<file path="config.mk">
export PLATFORM = sky130hd
export DESIGN_NAME = memory_error_reporting
export DESIGN_NICKNAME = d
export VERILOG_FILES = /design/src/rtl/mem_err_pkg.sv /design/src/rtl/sat_counter.sv /design/src/rtl/memory_error_reporting.sv
export VERILOG_INCLUDE_DIRS = /design/src /design/src/rtl
export SDC_FILE = /design/constraint.sdc
export NUM_CORES = 1
export LEC_CHECK = 0
export BUFFER_PORTS_ARGS = -buffer_cell sky130_fd_sc_hd__buf_2
export CAP_MARGIN = 20
export CORE_MARGIN = 2
export CORE_UTILIZATION = 35
export DETAILED_ROUTE_END_ITERATION = 6
export MAX_ROUTING_LAYER = met4
export PLACE_DENSITY_LB_ADDON = 0.08
export SYNTH_ARGS = -nofsm -noshare
export SYNTH_HDL_FRONTEND = slang
export SYNTH_HIERARCHICAL = 1
export SYNTH_SLANG_ARGS = --single-unit
</file>
<file path="constraint.sdc">
create_clock -name i_clk -period 2.3 [get_ports i_clk]
set_input_delay 0.575 -clock i_clk [delete_from_list [all_inputs] [get_ports i_clk]]
set_output_delay 0.575 -clock i_clk [all_outputs]
set_load 0.01 [all_outputs]
</file>
<file path="src/rtl/mem_err_regs.svh">
// Purpose: Register offsets, field masks and reset values of the memory error block
// Assumes: Byte addresses on a 16-bit Avalon-MM address, one aligned word per register
// Notes: Definitions only, included by the package
`ifndef MEM_ERR_REGS_SVH
`define MEM_ERR_REGS_SVH

// ==========================================================
// Widths
// ==========================================================
`define ME_AW 16
`define ME_DW 32
`define ME_FAT_W 4
`define ME_DESC_W 13
`define ME_PP_W 15
`define ME_IRQ_W 5
`define ME_CNT_W 8

// ==========================================================
// Register byte offsets
// ==========================================================
`define ME_FATAL_FLAGS_OFS 16'h1084
`define ME_FATAL_MASK_OFS 16'h1088
`define ME_IRQ_STATUS_OFS 16'h1090
`define ME_IRQ_MASK_OFS 16'h1094
`define ME_RX_PB_ECC_OFS 16'h245c
`define ME_TX_PB_ECC_OFS 16'h345c
`define ME_TXD_PAR_CTL_OFS 16'h3500
`define ME_RXD_PAR_CTL_OFS 16'h3504
`define ME_HD_PAR_CTL_OFS 16'h3508
`define ME_TXD_PAR_STS_OFS 16'h3510
`define ME_RXD_PAR_STS_OFS 16'h3514
`define ME_HOST_ECC_OFS 16'h5bac
`define ME_PP_EN_OFS 16'h5f54
`define ME_PP_STS_OFS 16'h5f58

// ==========================================================
// Field positions, masks and reset values
// ==========================================================
`define ME_PB_CNT_LSB 0
`define ME_PB_ECC_EN_BIT 16
`define ME_PB_CORR_BIT 26
`define ME_DESC_EVEN_MASK 13'h1555
`define ME_FLEX_LSB 0
`define ME_FLEX_MSB 8
`define ME_FLEX_ALL 9'h1ff
`define ME_FAT_LAN_BIT 0
`define ME_FAT_DMA_BIT 3
`define ME_FATAL_MASK_RST 4'hf
`define ME_PB_ECC_EN_RST 1'b1
`define ME_CNT_MAX 8'hff

`endif

</file>
<file path="src/rtl/mem_err_pkg.sv">
// Purpose: Types shared by the memory error block
// Assumes: Constants come from mem_err_regs.svh
// Notes: Bus request travels as one packed struct
package mem_err_pkg;
  `include "mem_err_regs.svh"

  // ==========================================================
  // Avalon-MM request bundle
  // ==========================================================
  typedef struct packed {
    logic read;                        // Read request
    logic write;                       // Write request
    logic [`ME_AW-1:0] address;        // Byte address
    logic [`ME_DW-1:0] writedata;      // Write data
    logic [3:0] byteenable;            // Byte lanes of a write
  } avs_req_t;

  // ==========================================================
  // Block state
  // ==========================================================
  typedef struct packed {
    logic ack;                         // Answer cycle of the bus
    logic [`ME_DW-1:0] rdata;          // Registered read data
    logic [`ME_FAT_W-1:0] fatal;       // Fatal flags
    logic [`ME_FAT_W-1:0] fmask;       // Fatal cause mask
    logic [`ME_DESC_W-1:0] txd_ctl;    // Tx descriptor check enables
    logic [`ME_DESC_W-1:0] rxd_ctl;    // Rx descriptor check enables
    logic [`ME_DESC_W-1:0] hd_ctl;     // Host data check enables
    logic [`ME_DESC_W-1:0] txd_sts;    // Tx descriptor parity flags
    logic [`ME_DESC_W-1:0] rxd_sts;    // Rx descriptor parity flags
    logic rx_ecc_en;                   // Rx buffer ECC on
    logic tx_ecc_en;                   // Tx buffer ECC on
    logic rx_corr;                     // Rx buffer correctable flag
    logic tx_corr;                     // Tx buffer correctable flag
    logic [1:0] host_ecc;              // Host bus command ECC flags
    logic [`ME_PP_W-1:0] pp_en;        // Port parity enables
    logic [`ME_PP_W-1:0] pp_sts;       // Port parity flags
    logic [`ME_IRQ_W-1:0] irq_sts;     // Interrupt status
    logic [`ME_IRQ_W-1:0] irq_mask;    // Interrupt mask
  } me_state_t;
endpackage : mem_err_pkg

</file>
<file path="src/rtl/sat_counter.sv">
// Purpose: Saturating event counter with clear
// Assumes: One increment per clock at most
// Notes: An increment in the clearing cycle leaves a count of one
`timescale 1ns/1ps
module sat_counter #(
  parameter int W = 8
) (
  // Clock and reset
  input wire logic i_clk,
  input wire logic i_resetn,
  // Control
  input wire logic i_inc,
  input wire logic i_clr,
  // Count
  output logic [W-1:0] o_count
);
  localparam logic [W-1:0] ONE = {{(W-1){1'b0}}, 1'b1};
  localparam logic [W-1:0] MAX = {W{1'b1}};

  logic [W-1:0] cnt_r;   // Count value
  logic [W-1:0] cnt_nxt; // Next count

  // ==========================================================
  // Next count: clear, saturate, increment
  // ==========================================================
  always_comb begin
    cnt_nxt = cnt_r;
    if (i_clr) begin
      cnt_nxt = i_inc ? ONE : '0;
    end else if (i_inc && cnt_r != MAX) begin
      cnt_nxt = cnt_r + ONE;
    end
  end

  // Count register
  always_ff @(posedge i_clk or negedge i_resetn) begin
    if (!i_resetn) begin
      cnt_r <= '0;
    end else begin
      cnt_r <= cnt_nxt;
    end
  end

  assign o_count = cnt_r;
endmodule : sat_counter

</file>
<file path="src/rtl/memory_error_reporting.sv">
// Purpose: Software view of parity and ECC errors of the internal memories
// Assumes: Event inputs are one-cycle pulses synchronous to i_clk
// Notes: Avalon-MM slave, every access answered after one wait cycle
//
// Our own choice: the Avalon-MM interface to the registers.
`timescale 1ns/1ps

// Functional notes
// RULE1: Four fatal flags latch, clear on read
// RULE2: Masked fatal flags drive fatal interrupt cause
// RULE3: Tx descriptor check enables on even bits
// RULE4: Buffer counters saturate at max, clear on read
// RULE5: Bit sixteen enables buffer ECC, default on
// RULE6: Bit 26 correctable flag, clears on read
// RULE7: Host bus command ECC flags, write one clears
// RULE8: Flex parity active only when field all ones
// RULE9: Six single enables for other port memories
// RULE10: Port parity status sticky until device reset
// RULE11: Software loads tables before enabling checks
// RULE12: Reserved bits read zero, writes ignored
// RULE13: Enabled port parity error sets port fatal
module memory_error_reporting
  import mem_err_pkg::*;
(
  // Clock and reset
  input wire logic i_clk,
  input wire logic i_resetn,
  // Avalon-MM slave
  input wire avs_req_t i_avs_req,
  output logic [`ME_DW-1:0] o_readdata,
  output logic o_waitrequest,
  // Error events from the memories
  input wire logic [`ME_FAT_W-1:0] i_fatal_event,
  input wire logic [`ME_DESC_W-1:0] i_txd_par_err,
  input wire logic [`ME_DESC_W-1:0] i_rxd_par_err,
  input wire logic i_rx_pb_corr_err,
  input wire logic i_tx_pb_corr_err,
  input wire logic i_host_wr_cmd_ecc_err,
  input wire logic i_host_rd_cmd_ecc_err,
  input wire logic [`ME_PP_W-1:0] i_port_par_err,
  // Enables to the memories
  output logic [`ME_DESC_W-1:0] o_txd_par_en,
  output logic [`ME_DESC_W-1:0] o_rxd_par_en,
  output logic [`ME_DESC_W-1:0] o_hd_par_en,
  output logic o_rx_pb_ecc_en,
  output logic o_tx_pb_ecc_en,
  output logic [`ME_PP_W-1:0] o_port_par_en,
  // Interrupts
  output logic o_fatal_error_interrupt_cause,
  output logic o_irq
);

  // ==========================================================
  // Helper functions
  // ==========================================================
  // Byte-lane mask from byte enables
  function automatic logic [31:0] lane_mask(input logic [3:0] be);
    lane_mask = {{8{be[3]}}, {8{be[2]}}, {8{be[1]}}, {8{be[0]}}};
  endfunction : lane_mask

  // Merge write data into a register under a lane and field mask
  function automatic logic [31:0] merge(input logic [31:0] old, input logic [31:0] wd,
                                        input logic [31:0] lm, input logic [31:0] fm);
    merge = (old & ~(lm & fm)) | (wd & lm & fm);
  endfunction : merge

  // ==========================================================
  // State and bus decode
  // ==========================================================
  me_state_t st_r;                 // Registered state
  me_state_t st_nxt;               // Next state
  logic req;                       // A request is on the bus
  logic commit;                    // Write or read side effect takes place
  logic [31:0] lm;                 // Lanes written
  logic [31:0] wd;                 // Write data
  logic [31:0] rd_val;             // Read data of the addressed register
  logic [`ME_CNT_W-1:0] rx_cnt;    // Rx buffer correctable count
  logic [`ME_CNT_W-1:0] tx_cnt;    // Tx buffer correctable count
  logic rd_rx_pb;                  // Read of rx buffer status commits
  logic rd_tx_pb;                  // Read of tx buffer status commits
  logic [`ME_PP_W-1:0] pp_set;     // Port parity detections that count
  logic [`ME_FAT_W-1:0] fat_set;   // Fatal flag sets this cycle
  logic [`ME_IRQ_W-1:0] irq_set;   // Interrupt events this cycle
  logic [`ME_DESC_W-1:0] txd_set;  // Tx descriptor flag sets
  logic [`ME_DESC_W-1:0] rxd_set;  // Rx descriptor flag sets

  assign req = i_avs_req.read | i_avs_req.write;
  assign commit = req & st_r.ack;
  assign lm = lane_mask(i_avs_req.byteenable);
  assign wd = i_avs_req.writedata;
  assign rd_rx_pb = commit & i_avs_req.read & (i_avs_req.address == `ME_RX_PB_ECC_OFS);
  assign rd_tx_pb = commit & i_avs_req.read & (i_avs_req.address == `ME_TX_PB_ECC_OFS);

  // ==========================================================
  // Event qualification
  // ==========================================================
  always_comb begin
    // Flex filter bits only when the whole field is set, others per bit
    pp_set = i_port_par_err & st_r.pp_en; // RULE9
    if (st_r.pp_en[`ME_FLEX_MSB:`ME_FLEX_LSB] != `ME_FLEX_ALL) begin
      pp_set[`ME_FLEX_MSB:`ME_FLEX_LSB] = '0; // RULE8
    end
    txd_set = i_txd_par_err & st_r.txd_ctl;
    rxd_set = i_rxd_par_err & st_r.rxd_ctl;
    fat_set = i_fatal_event;
    fat_set[`ME_FAT_LAN_BIT] = i_fatal_event[`ME_FAT_LAN_BIT] | (|pp_set); // RULE13
    irq_set = {(|txd_set) | (|rxd_set),
               i_host_wr_cmd_ecc_err | i_host_rd_cmd_ecc_err,
               i_tx_pb_corr_err, i_rx_pb_corr_err, |fat_set};
  end

  // ==========================================================
  // Read multiplexer, reserved bits zero
  // ==========================================================
  always_comb begin
    rd_val = '0; // RULE12
    unique case (i_avs_req.address)
      `ME_FATAL_FLAGS_OFS: rd_val[`ME_FAT_W-1:0] = st_r.fatal; // RULE1
      `ME_FATAL_MASK_OFS: rd_val[`ME_FAT_W-1:0] = st_r.fmask;
      `ME_IRQ_STATUS_OFS: rd_val[`ME_IRQ_W-1:0] = st_r.irq_sts;
      `ME_IRQ_MASK_OFS: rd_val[`ME_IRQ_W-1:0] = st_r.irq_mask;
      `ME_RX_PB_ECC_OFS: begin
        rd_val[`ME_CNT_W-1:0] = rx_cnt;
        rd_val[`ME_PB_ECC_EN_BIT] = st_r.rx_ecc_en;
        rd_val[`ME_PB_CORR_BIT] = st_r.rx_corr;
      end
      `ME_TX_PB_ECC_OFS: begin
        rd_val[`ME_CNT_W-1:0] = tx_cnt;
        rd_val[`ME_PB_ECC_EN_BIT] = st_r.tx_ecc_en;
        rd_val[`ME_PB_CORR_BIT] = st_r.tx_corr;
      end
      `ME_TXD_PAR_CTL_OFS: rd_val[`ME_DESC_W-1:0] = st_r.txd_ctl; // RULE3
      `ME_RXD_PAR_CTL_OFS: rd_val[`ME_DESC_W-1:0] = st_r.rxd_ctl;
      `ME_HD_PAR_CTL_OFS: rd_val[`ME_DESC_W-1:0] = st_r.hd_ctl;
      `ME_TXD_PAR_STS_OFS: rd_val[`ME_DESC_W-1:0] = st_r.txd_sts;
      `ME_RXD_PAR_STS_OFS: rd_val[`ME_DESC_W-1:0] = st_r.rxd_sts;
      `ME_HOST_ECC_OFS: rd_val[1:0] = st_r.host_ecc;
      `ME_PP_EN_OFS: rd_val[`ME_PP_W-1:0] = st_r.pp_en;
      `ME_PP_STS_OFS: rd_val[`ME_PP_W-1:0] = st_r.pp_sts; // RULE10
      default: rd_val = '0;
    endcase
  end

  // ==========================================================
  // Next state: bus, sticky flags, writes
  // ==========================================================
  always_comb begin
    st_nxt = st_r;
    // One wait cycle, read data captured before the answer
    st_nxt.ack = req & ~st_r.ack;
    if (req && !st_r.ack) begin
      st_nxt.rdata = i_avs_req.read ? rd_val : '0;
    end
    // Clear-on-read and write effects at the answering edge
    if (commit && i_avs_req.read) begin
      unique case (i_avs_req.address)
        `ME_FATAL_FLAGS_OFS: st_nxt.fatal = st_r.fatal & ~st_r.rdata[`ME_FAT_W-1:0]; // RULE1
        `ME_RX_PB_ECC_OFS: st_nxt.rx_corr = 1'b0; // RULE6
        `ME_TX_PB_ECC_OFS: st_nxt.tx_corr = 1'b0; // RULE6
        default: st_nxt.rdata = st_r.rdata;
      endcase
    end
    if (commit && i_avs_req.write) begin
      unique case (i_avs_req.address)
        `ME_FATAL_MASK_OFS: st_nxt.fmask = 4'(merge(32'(st_r.fmask), wd, lm, 32'hf));
        `ME_IRQ_STATUS_OFS: st_nxt.irq_sts = st_r.irq_sts & ~5'(wd & lm);
        `ME_IRQ_MASK_OFS: st_nxt.irq_mask = 5'(merge(32'(st_r.irq_mask), wd, lm, 32'h1f));
        `ME_RX_PB_ECC_OFS: begin
          if (i_avs_req.byteenable[2]) begin
            st_nxt.rx_ecc_en = wd[`ME_PB_ECC_EN_BIT]; // RULE5
          end
        end
        `ME_TX_PB_ECC_OFS: begin
          if (i_avs_req.byteenable[2]) begin
            st_nxt.tx_ecc_en = wd[`ME_PB_ECC_EN_BIT]; // RULE5
          end
        end
        `ME_TXD_PAR_CTL_OFS: begin
          st_nxt.txd_ctl = 13'(merge(32'(st_r.txd_ctl), wd, lm, 32'(`ME_DESC_EVEN_MASK))); // RULE3
        end
        `ME_RXD_PAR_CTL_OFS: begin
          st_nxt.rxd_ctl = 13'(merge(32'(st_r.rxd_ctl), wd, lm, 32'(`ME_DESC_EVEN_MASK)));
        end
        `ME_HD_PAR_CTL_OFS: begin
          st_nxt.hd_ctl = 13'(merge(32'(st_r.hd_ctl), wd, lm, 32'(`ME_DESC_EVEN_MASK)));
        end
        `ME_TXD_PAR_STS_OFS: st_nxt.txd_sts = st_r.txd_sts & ~13'(wd & lm);
        `ME_RXD_PAR_STS_OFS: st_nxt.rxd_sts = st_r.rxd_sts & ~13'(wd & lm);
        `ME_HOST_ECC_OFS: st_nxt.host_ecc = st_r.host_ecc & ~2'(wd & lm); // RULE7
        `ME_PP_EN_OFS: st_nxt.pp_en = 15'(merge(32'(st_r.pp_en), wd, lm, 32'h7fff));
        default: st_nxt.rdata = st_r.rdata;
      endcase
    end
    // Hardware sets win over any clear in the same cycle
    st_nxt.fatal = st_nxt.fatal | fat_set; // RULE1
    st_nxt.rx_corr = st_nxt.rx_corr | i_rx_pb_corr_err; // RULE6
    st_nxt.tx_corr = st_nxt.tx_corr | i_tx_pb_corr_err; // RULE6
    st_nxt.txd_sts = st_nxt.txd_sts | txd_set;
    st_nxt.rxd_sts = st_nxt.rxd_sts | rxd_set;
    st_nxt.host_ecc = st_nxt.host_ecc | {i_host_rd_cmd_ecc_err, i_host_wr_cmd_ecc_err}; // RULE7
    st_nxt.pp_sts = st_r.pp_sts | pp_set; // RULE10
    st_nxt.irq_sts = st_nxt.irq_sts | irq_set;
  end

  // ==========================================================
  // State register
  // ==========================================================
  always_ff @(posedge i_clk or negedge i_resetn) begin
    if (!i_resetn) begin
      st_r <= '0;
      st_r.fmask <= `ME_FATAL_MASK_RST; // RULE2
      st_r.rx_ecc_en <= `ME_PB_ECC_EN_RST; // RULE5
      st_r.tx_ecc_en <= `ME_PB_ECC_EN_RST; // RULE5
    end else begin
      st_r <= st_nxt;
    end
  end

  // ==========================================================
  // Correctable error counters
  // ==========================================================
  sat_counter #(.W(`ME_CNT_W)) u_rx_cnt (
    .i_clk(i_clk),
    .i_resetn(i_resetn),
    .i_inc(i_rx_pb_corr_err), // RULE4
    .i_clr(rd_rx_pb),
    .o_count(rx_cnt)
  );

  sat_counter #(.W(`ME_CNT_W)) u_tx_cnt (
    .i_clk(i_clk),
    .i_resetn(i_resetn),
    .i_inc(i_tx_pb_corr_err), // RULE4
    .i_clr(rd_tx_pb),
    .o_count(tx_cnt)
  );

  // ==========================================================
  // Outputs
  // ==========================================================
  assign o_readdata = st_r.rdata;
  assign o_waitrequest = req & ~st_r.ack;
  assign o_txd_par_en = st_r.txd_ctl;
  assign o_rxd_par_en = st_r.rxd_ctl;
  assign o_hd_par_en = st_r.hd_ctl;
  assign o_rx_pb_ecc_en = st_r.rx_ecc_en;
  assign o_tx_pb_ecc_en = st_r.tx_ecc_en;
  assign o_port_par_en = st_r.pp_en;
  assign o_fatal_error_interrupt_cause = |(st_r.fatal & st_r.fmask); // RULE2
  assign o_irq = |(st_r.irq_sts & st_r.irq_mask);
endmodule : memory_error_reporting

</file>
==> impl_metrics.toml, run 1 <==
[outcome]
status = "finished clean"

[worst_setup_path]
crit_slowest_cell = "or4_1"
crit_path_cell_trace = "buf_2 -> or4b_4 -> buf_4 -> or4_1 -> nor2_4 -> nand2_1 -> a22o_1"
crit_fanout = 7
max_stage_delay_ps = 650
crit_arrival_ps = 2580
end_kind = "register"
path_class = "in2reg"
cp.required_ps = 2610
cp-start-kind = "primary input"

[layout]
fin_util = 0.4415
final_cell_mix = "buf_2, dfrtp_1, buf_4, nand2_1, mux2_2"
diodes = 0
layout-drive-gt1-share = 0.3951
nets = 1033
fin_area_mm2 = 0.009575
area_growth_pct = 24.97
mostFrequentLayoutCell = "buf_2"
fin_cells = 1219

[placed_design]
dpl-instance-area_mm2 = 0.008914
port_buffers = 133
dp_hpwl_mm = 20.90
gp_congestion = 0.9927
place_inst = 1187
dp_slack_ps = -568.2

[detailed_routing]
via_count = 6711
viasPerCell = 5.505
routed_wl_mm = 26.40
initialDrtViolationCount = 434
ant_nets = 0
wl_per_cell_um = 21.65
drc = 0
drtPass1Iterations = 7

[grt]
grt_usage = 0.2374
grt_pass1_vias = 6804
grt_pass1_wl_mm = 40.95
grt_max_degree = 52
grt_overflow = 0
antenna_found_initial = 0

[pwr]
p_int_mw = 4.606
p_leak_nw = 4.644
pwr_density_cell_mw_per_mm2 = 677.5
vdd_drop_max_v = 0.0003402
swShare = 0.2900
power.switching_mw = 1.881
p_seq_frac = 0.421
p_comb_frac = 0.127
clkPwrFrac = 0.452
total_power_mw = 6.488

[flow_run]
drv_cap = 0

[clock_tree]
clock-root-buffer = "clkbuf_16"
cts_max_level = 4
post_cts_buffers = 0
clk_latency_ps = 430
cts_sinks = 135
cts_buffer_depth = 2
cts_made_buffers = 17
tritoncts = "yes"
path_clk_slew_ps = 60

[synthesis]
synth.distinct_cells = 71
yosysSeqAreaShare = 0.4419
synth_edf_count = 0
synth_area_leaders = "dfrtp_1, buf_4, mux2_2, nand2_1, a22o_1"
synth_cells = 752
syn_avg_cell_area_um2 = 10.19
ys.flop_type = "dfrtp_1"
yosysWarnings = 6
synth_top_cell_area_share = 0.4213
syn-cell-area_mm2 = 0.007662
ys_async_sr_fraction = 1.000
ys_seq_elements = 135
yosysTopAreaCell = "dfrtp_1"

[timing]
fin_crit_sh = 0.9838
max_freq_mhz = 441.9
final_max_slew_viol_count = 0
hold_viol = 0
period_minus_slack_ps = 2263
finalSetupTns_ps = 0
slew_headroom = 0.6803
setup_viol_count_final = 0
holdWs_ps = 49.22
rsz0062_at_grt = "false"
setup_ws_ps = 37.15
worstMarginPinSlew_ps = 467.5
fin_skew_ps = 13.34

[floorplan]
num_io_pins = 196
die_area_mm2 = 0.02309
rows = 54
start_util = 0.3533
coreArea_mm2 = 0.02169
die_y_um = 152.0
die_w_um = 152.0

[worst_hold_path]
hp-class = "in2async"
Yosys cell counts (all sizes together), types with 4 or more instances:
master,instances
inv,10
a22oi,12
dfrtp,129
mux2,51
nor3,22
and2,4
and4,4
o21ai,31
a21oi,26
nand2b,17
a21boi,11
nor4,13
dfstp,6
a221oi,4
nand3,40
mux2i,9
nand2,70
a222oi,4
o21a,4
or3,5
a31o,7
a22o,24
nand4,17
and3,17
buf,97
clkbuf,19
a21o,12
nor2,13
a2111oi,4
nor2b,5
or4,6
worst max-delay path, delay by kind of cell:
| kind | cells | cell delay, ps |
|---|---|---|
| compound gates | 1 | 180 |
| simple gates | 4 | 1530 |
| buf+inv | 2 | 300 |
final timing paths:
check	start	end	slack, ps	cells past startpoint
worst min register to register	st_r[15]	st_r[15]	450	1
worst min-delay path	i_resetn	o_readdata[7]	50	1
max in group asynchronous	i_resetn	asynchronous set/reset pin	1560	2
worst max-delay path	i_avs_req[45]	st_r[67]	40	7
min in group i_clk	i_fatal_event[2]	st_r[117]	330	2
worst max register to register	st_r[151]	o_readdata[2]	640	5
repair_timing:
action,in CTS,in global routing
resized for setup,1,6
setup endpoints to repair,4,12
hold buffers,0,0
gates cloned,0,0
power groups by stage:
stage	registers [mW]	logic, mW	clock network (mW)
3_5_place_dp	2.78	0.804	0
6_report	2.73	0.822	2.93
4_1_cts	2.73	0.807	2.98
2_1_floorplan	2.67	0.516	0
3_3_place_gp	2.77	0.781	0
5_1_grt	2.76	0.892	3.09
layout make-up:
class | instances | area [µm²]
Inverter | 10 | 37.54
Clock inverter | 14 | 188.9
Tap cell | 280 | 350.3
Sequential cell | 135 | 3386
Fill cell | 2114 | 12110
Timing Repair Buffer | 239 | 1505
Multi-Input combinational cell | 523 | 3669
Clock buffer | 18 | 439.2
cell families (layout without fill, tap and decap cells):
kind of cell               Yosys count  count (layout)  share of synthesized area
and+or+nand+nor                    256             256                     0.1969
AOI/OAI and AO/OA                  171             171                     0.1625
DFF                                135             135                     0.4419
buffers and inverters              126             281                     0.1071
muxes                               60              60                    0.08671
adders and majority gates            2               2                   0.003265
other                                1              33                  0.0004894
xor gates and xnor gates             1               1                   0.001143
metal layers:
layer  part of all wire  vias up  track usage
met5                  0        -            -
met4              0.019        0      0.06631
met3              0.051       26      0.04335
met2               0.48      254       0.3734
met1               0.45     3385       0.3160
li1                   -     3046            -
Note: power is estimated with default switching activity, not from simulation.
==> inputs of run 2 (changes only) <==
--- a/config.mk
+++ b/config.mk
@@ -10,6 +10,7 @@
 export CAP_MARGIN = 20
 export CORE_MARGIN = 2
 export CORE_UTILIZATION = 35
+export CTS_CLUSTER_DIAMETER = 100
 export DETAILED_ROUTE_END_ITERATION = 6
 export MAX_ROUTING_LAYER = met4
 export PLACE_DENSITY_LB_ADDON = 0.08
==> constraint.sdc (replaced) <==
create_clock -name i_clk -period 2.25 [get_ports i_clk]
set_input_delay 0.5625 -clock i_clk [delete_from_list [all_inputs] [get_ports i_clk]]
set_output_delay 0.5625 -clock i_clk [all_outputs]
set_load 0.01 [all_outputs]
==> impl_metrics.toml, run 2 (synthesized netlist as in run 1, its figures left out) <==
[flow_run]
drv_cap = 0

[detailed_routing]
viasPerCell = 5.463
ant_nets = 0
wl_per_cell_um = 22.35
initialDrtViolationCount = 387
drc = 0
routed_wl_mm = 27.18
via_count = 6643
drtPass1Iterations = 5

[outcome]
status = "finished clean"

[clock_tree]
clock-root-buffer = "clkbuf_16"
cts_max_level = 4
cts_sinks = 135
tritoncts = "yes"
cts_made_buffers = 17
path_clk_slew_ps = 60
clk_latency_ps = 430
cts_buffer_depth = 2

[grt]
grt_pass1_vias = 6977
grt_overflow = 0
grt_usage = 0.2459
antenna_found_initial = 0
grt_pass1_wl_mm = 42.49
grt_max_degree = 40

[layout]
area_growth_pct = 24.43
mostFrequentLayoutCell = "buf_2"
fin_cells = 1216
final_cell_mix = "buf_2, dfrtp_1, buf_4, nand2_1, mux2_2"
nets = 1031
fin_util = 0.4396
diodes = 0
layout-drive-gt1-share = 0.3932

[floorplan]
die_w_um = 152.0
start_util = 0.3533
num_io_pins = 196
coreArea_mm2 = 0.02169
rows = 54
die_area_mm2 = 0.02309
die_y_um = 152.0

[pwr]
p_leak_nw = 4.611
vdd_drop_max_v = 0.0004600
pwr_density_cell_mw_per_mm2 = 674.9
total_power_mw = 6.435

[placed_design]
place_inst = 1184
gp_congestion = 0.9009
port_buffers = 133
dp_slack_ps = -448.5
dp_hpwl_mm = 21.33

[timing]
worstMarginPinSlew_ps = 638.2
period_minus_slack_ps = 2234
fin_skew_ps = 8.519
fin_crit_sh = 0.9927
final_max_slew_viol_count = 0
rsz0062_at_grt = "true"
max_freq_mhz = 447.7
setup_ws_ps = 16.49
slew_headroom = 0.5635
hold_viol = 0
setup_viol_count_final = 0

[worst_hold_path]
hp-class = "in2async"

[worst_setup_path]
path_class = "in2reg"
crit_arrival_ps = 2550
cp-start-kind = "primary input"
end_kind = "register"
crit_fanout = 4
cp.required_ps = 2560
reg2regPathDepth = 3
[run 2: final cells by class]
| class | count | area [µm²] |
|---|---|---|
| fill | 2167 | 12150 |
| multi-input combinational | 523 | 3670 |
| sequential | 135 | 3386 |
| timing repair buffer | 237 | 1515 |
| clock buffer | 17 | 425.4 |
| tap | 280 | 350.3 |
| clock inverter | 14 | 150.1 |
| inverter | 10 | 37.54 |
[run 2: repair_timing]
action / 4_1_cts / 5_1_grt
resized for setup: 0 / 7
buffers inserted: 0 / 1
hold endpoints to repair: 0 / 0
hold buffers: 0 / 0
setup endpoints to repair: 0 / 23
[run 2: path summary, 6_finish.rpt]
kind / start / to / slack [ps]
setup / recovery: i_avs_req[45] / st_r[58] / 20
hold / removal: i_resetn / o_readdata[5] / 40
setup reg to reg: st_r[151] / register / 540
hold reg to reg: st_r[14] / st_r[14] / 460
max in group asynchronous: i_resetn / asynchronous set/reset pin / 1540
min in group i_clk: i_fatal_event[2] / st_r[117] / 340
[run 2: metrics by stage]
step	cell area (µm²)	setup TNS (ps)	hold WS (ps)
floorplan	7869	-8432	266.9
global route	9534	-74.98	49.91
detailed placement	8924	-29450	445.2
global placement	8924	-28800	437.8
finish	9534	0	42.86
CTS	9499	0	44.00
[run 2: layer usage]
metal	track usage	up-vias	share of wire
met1	0.3330	3341	0.46
met2	0.3848	233	0.47
met4	0.06943	0	0.016
met3	0.03822	33	0.048
met5	-	-	0
li1	-	3036	-
[run 2: critical path, cell delays in order]
cell and delay (ps):
buf_2 110, or4b_4 580, buf_4 180, buf_4 140, nor4_1 310, buf_4 190
nor2b_4 230, nand2_1 70, a22o_1 180
[run 2: power by group]
part	switching, mW	internal, mW	leakage, nW	total, mW
Sequential	0.243	2.55	1.77	2.79
Combinational	0.489	0.348	2.56	0.837
Clock	1.17	1.64	0.282	2.80
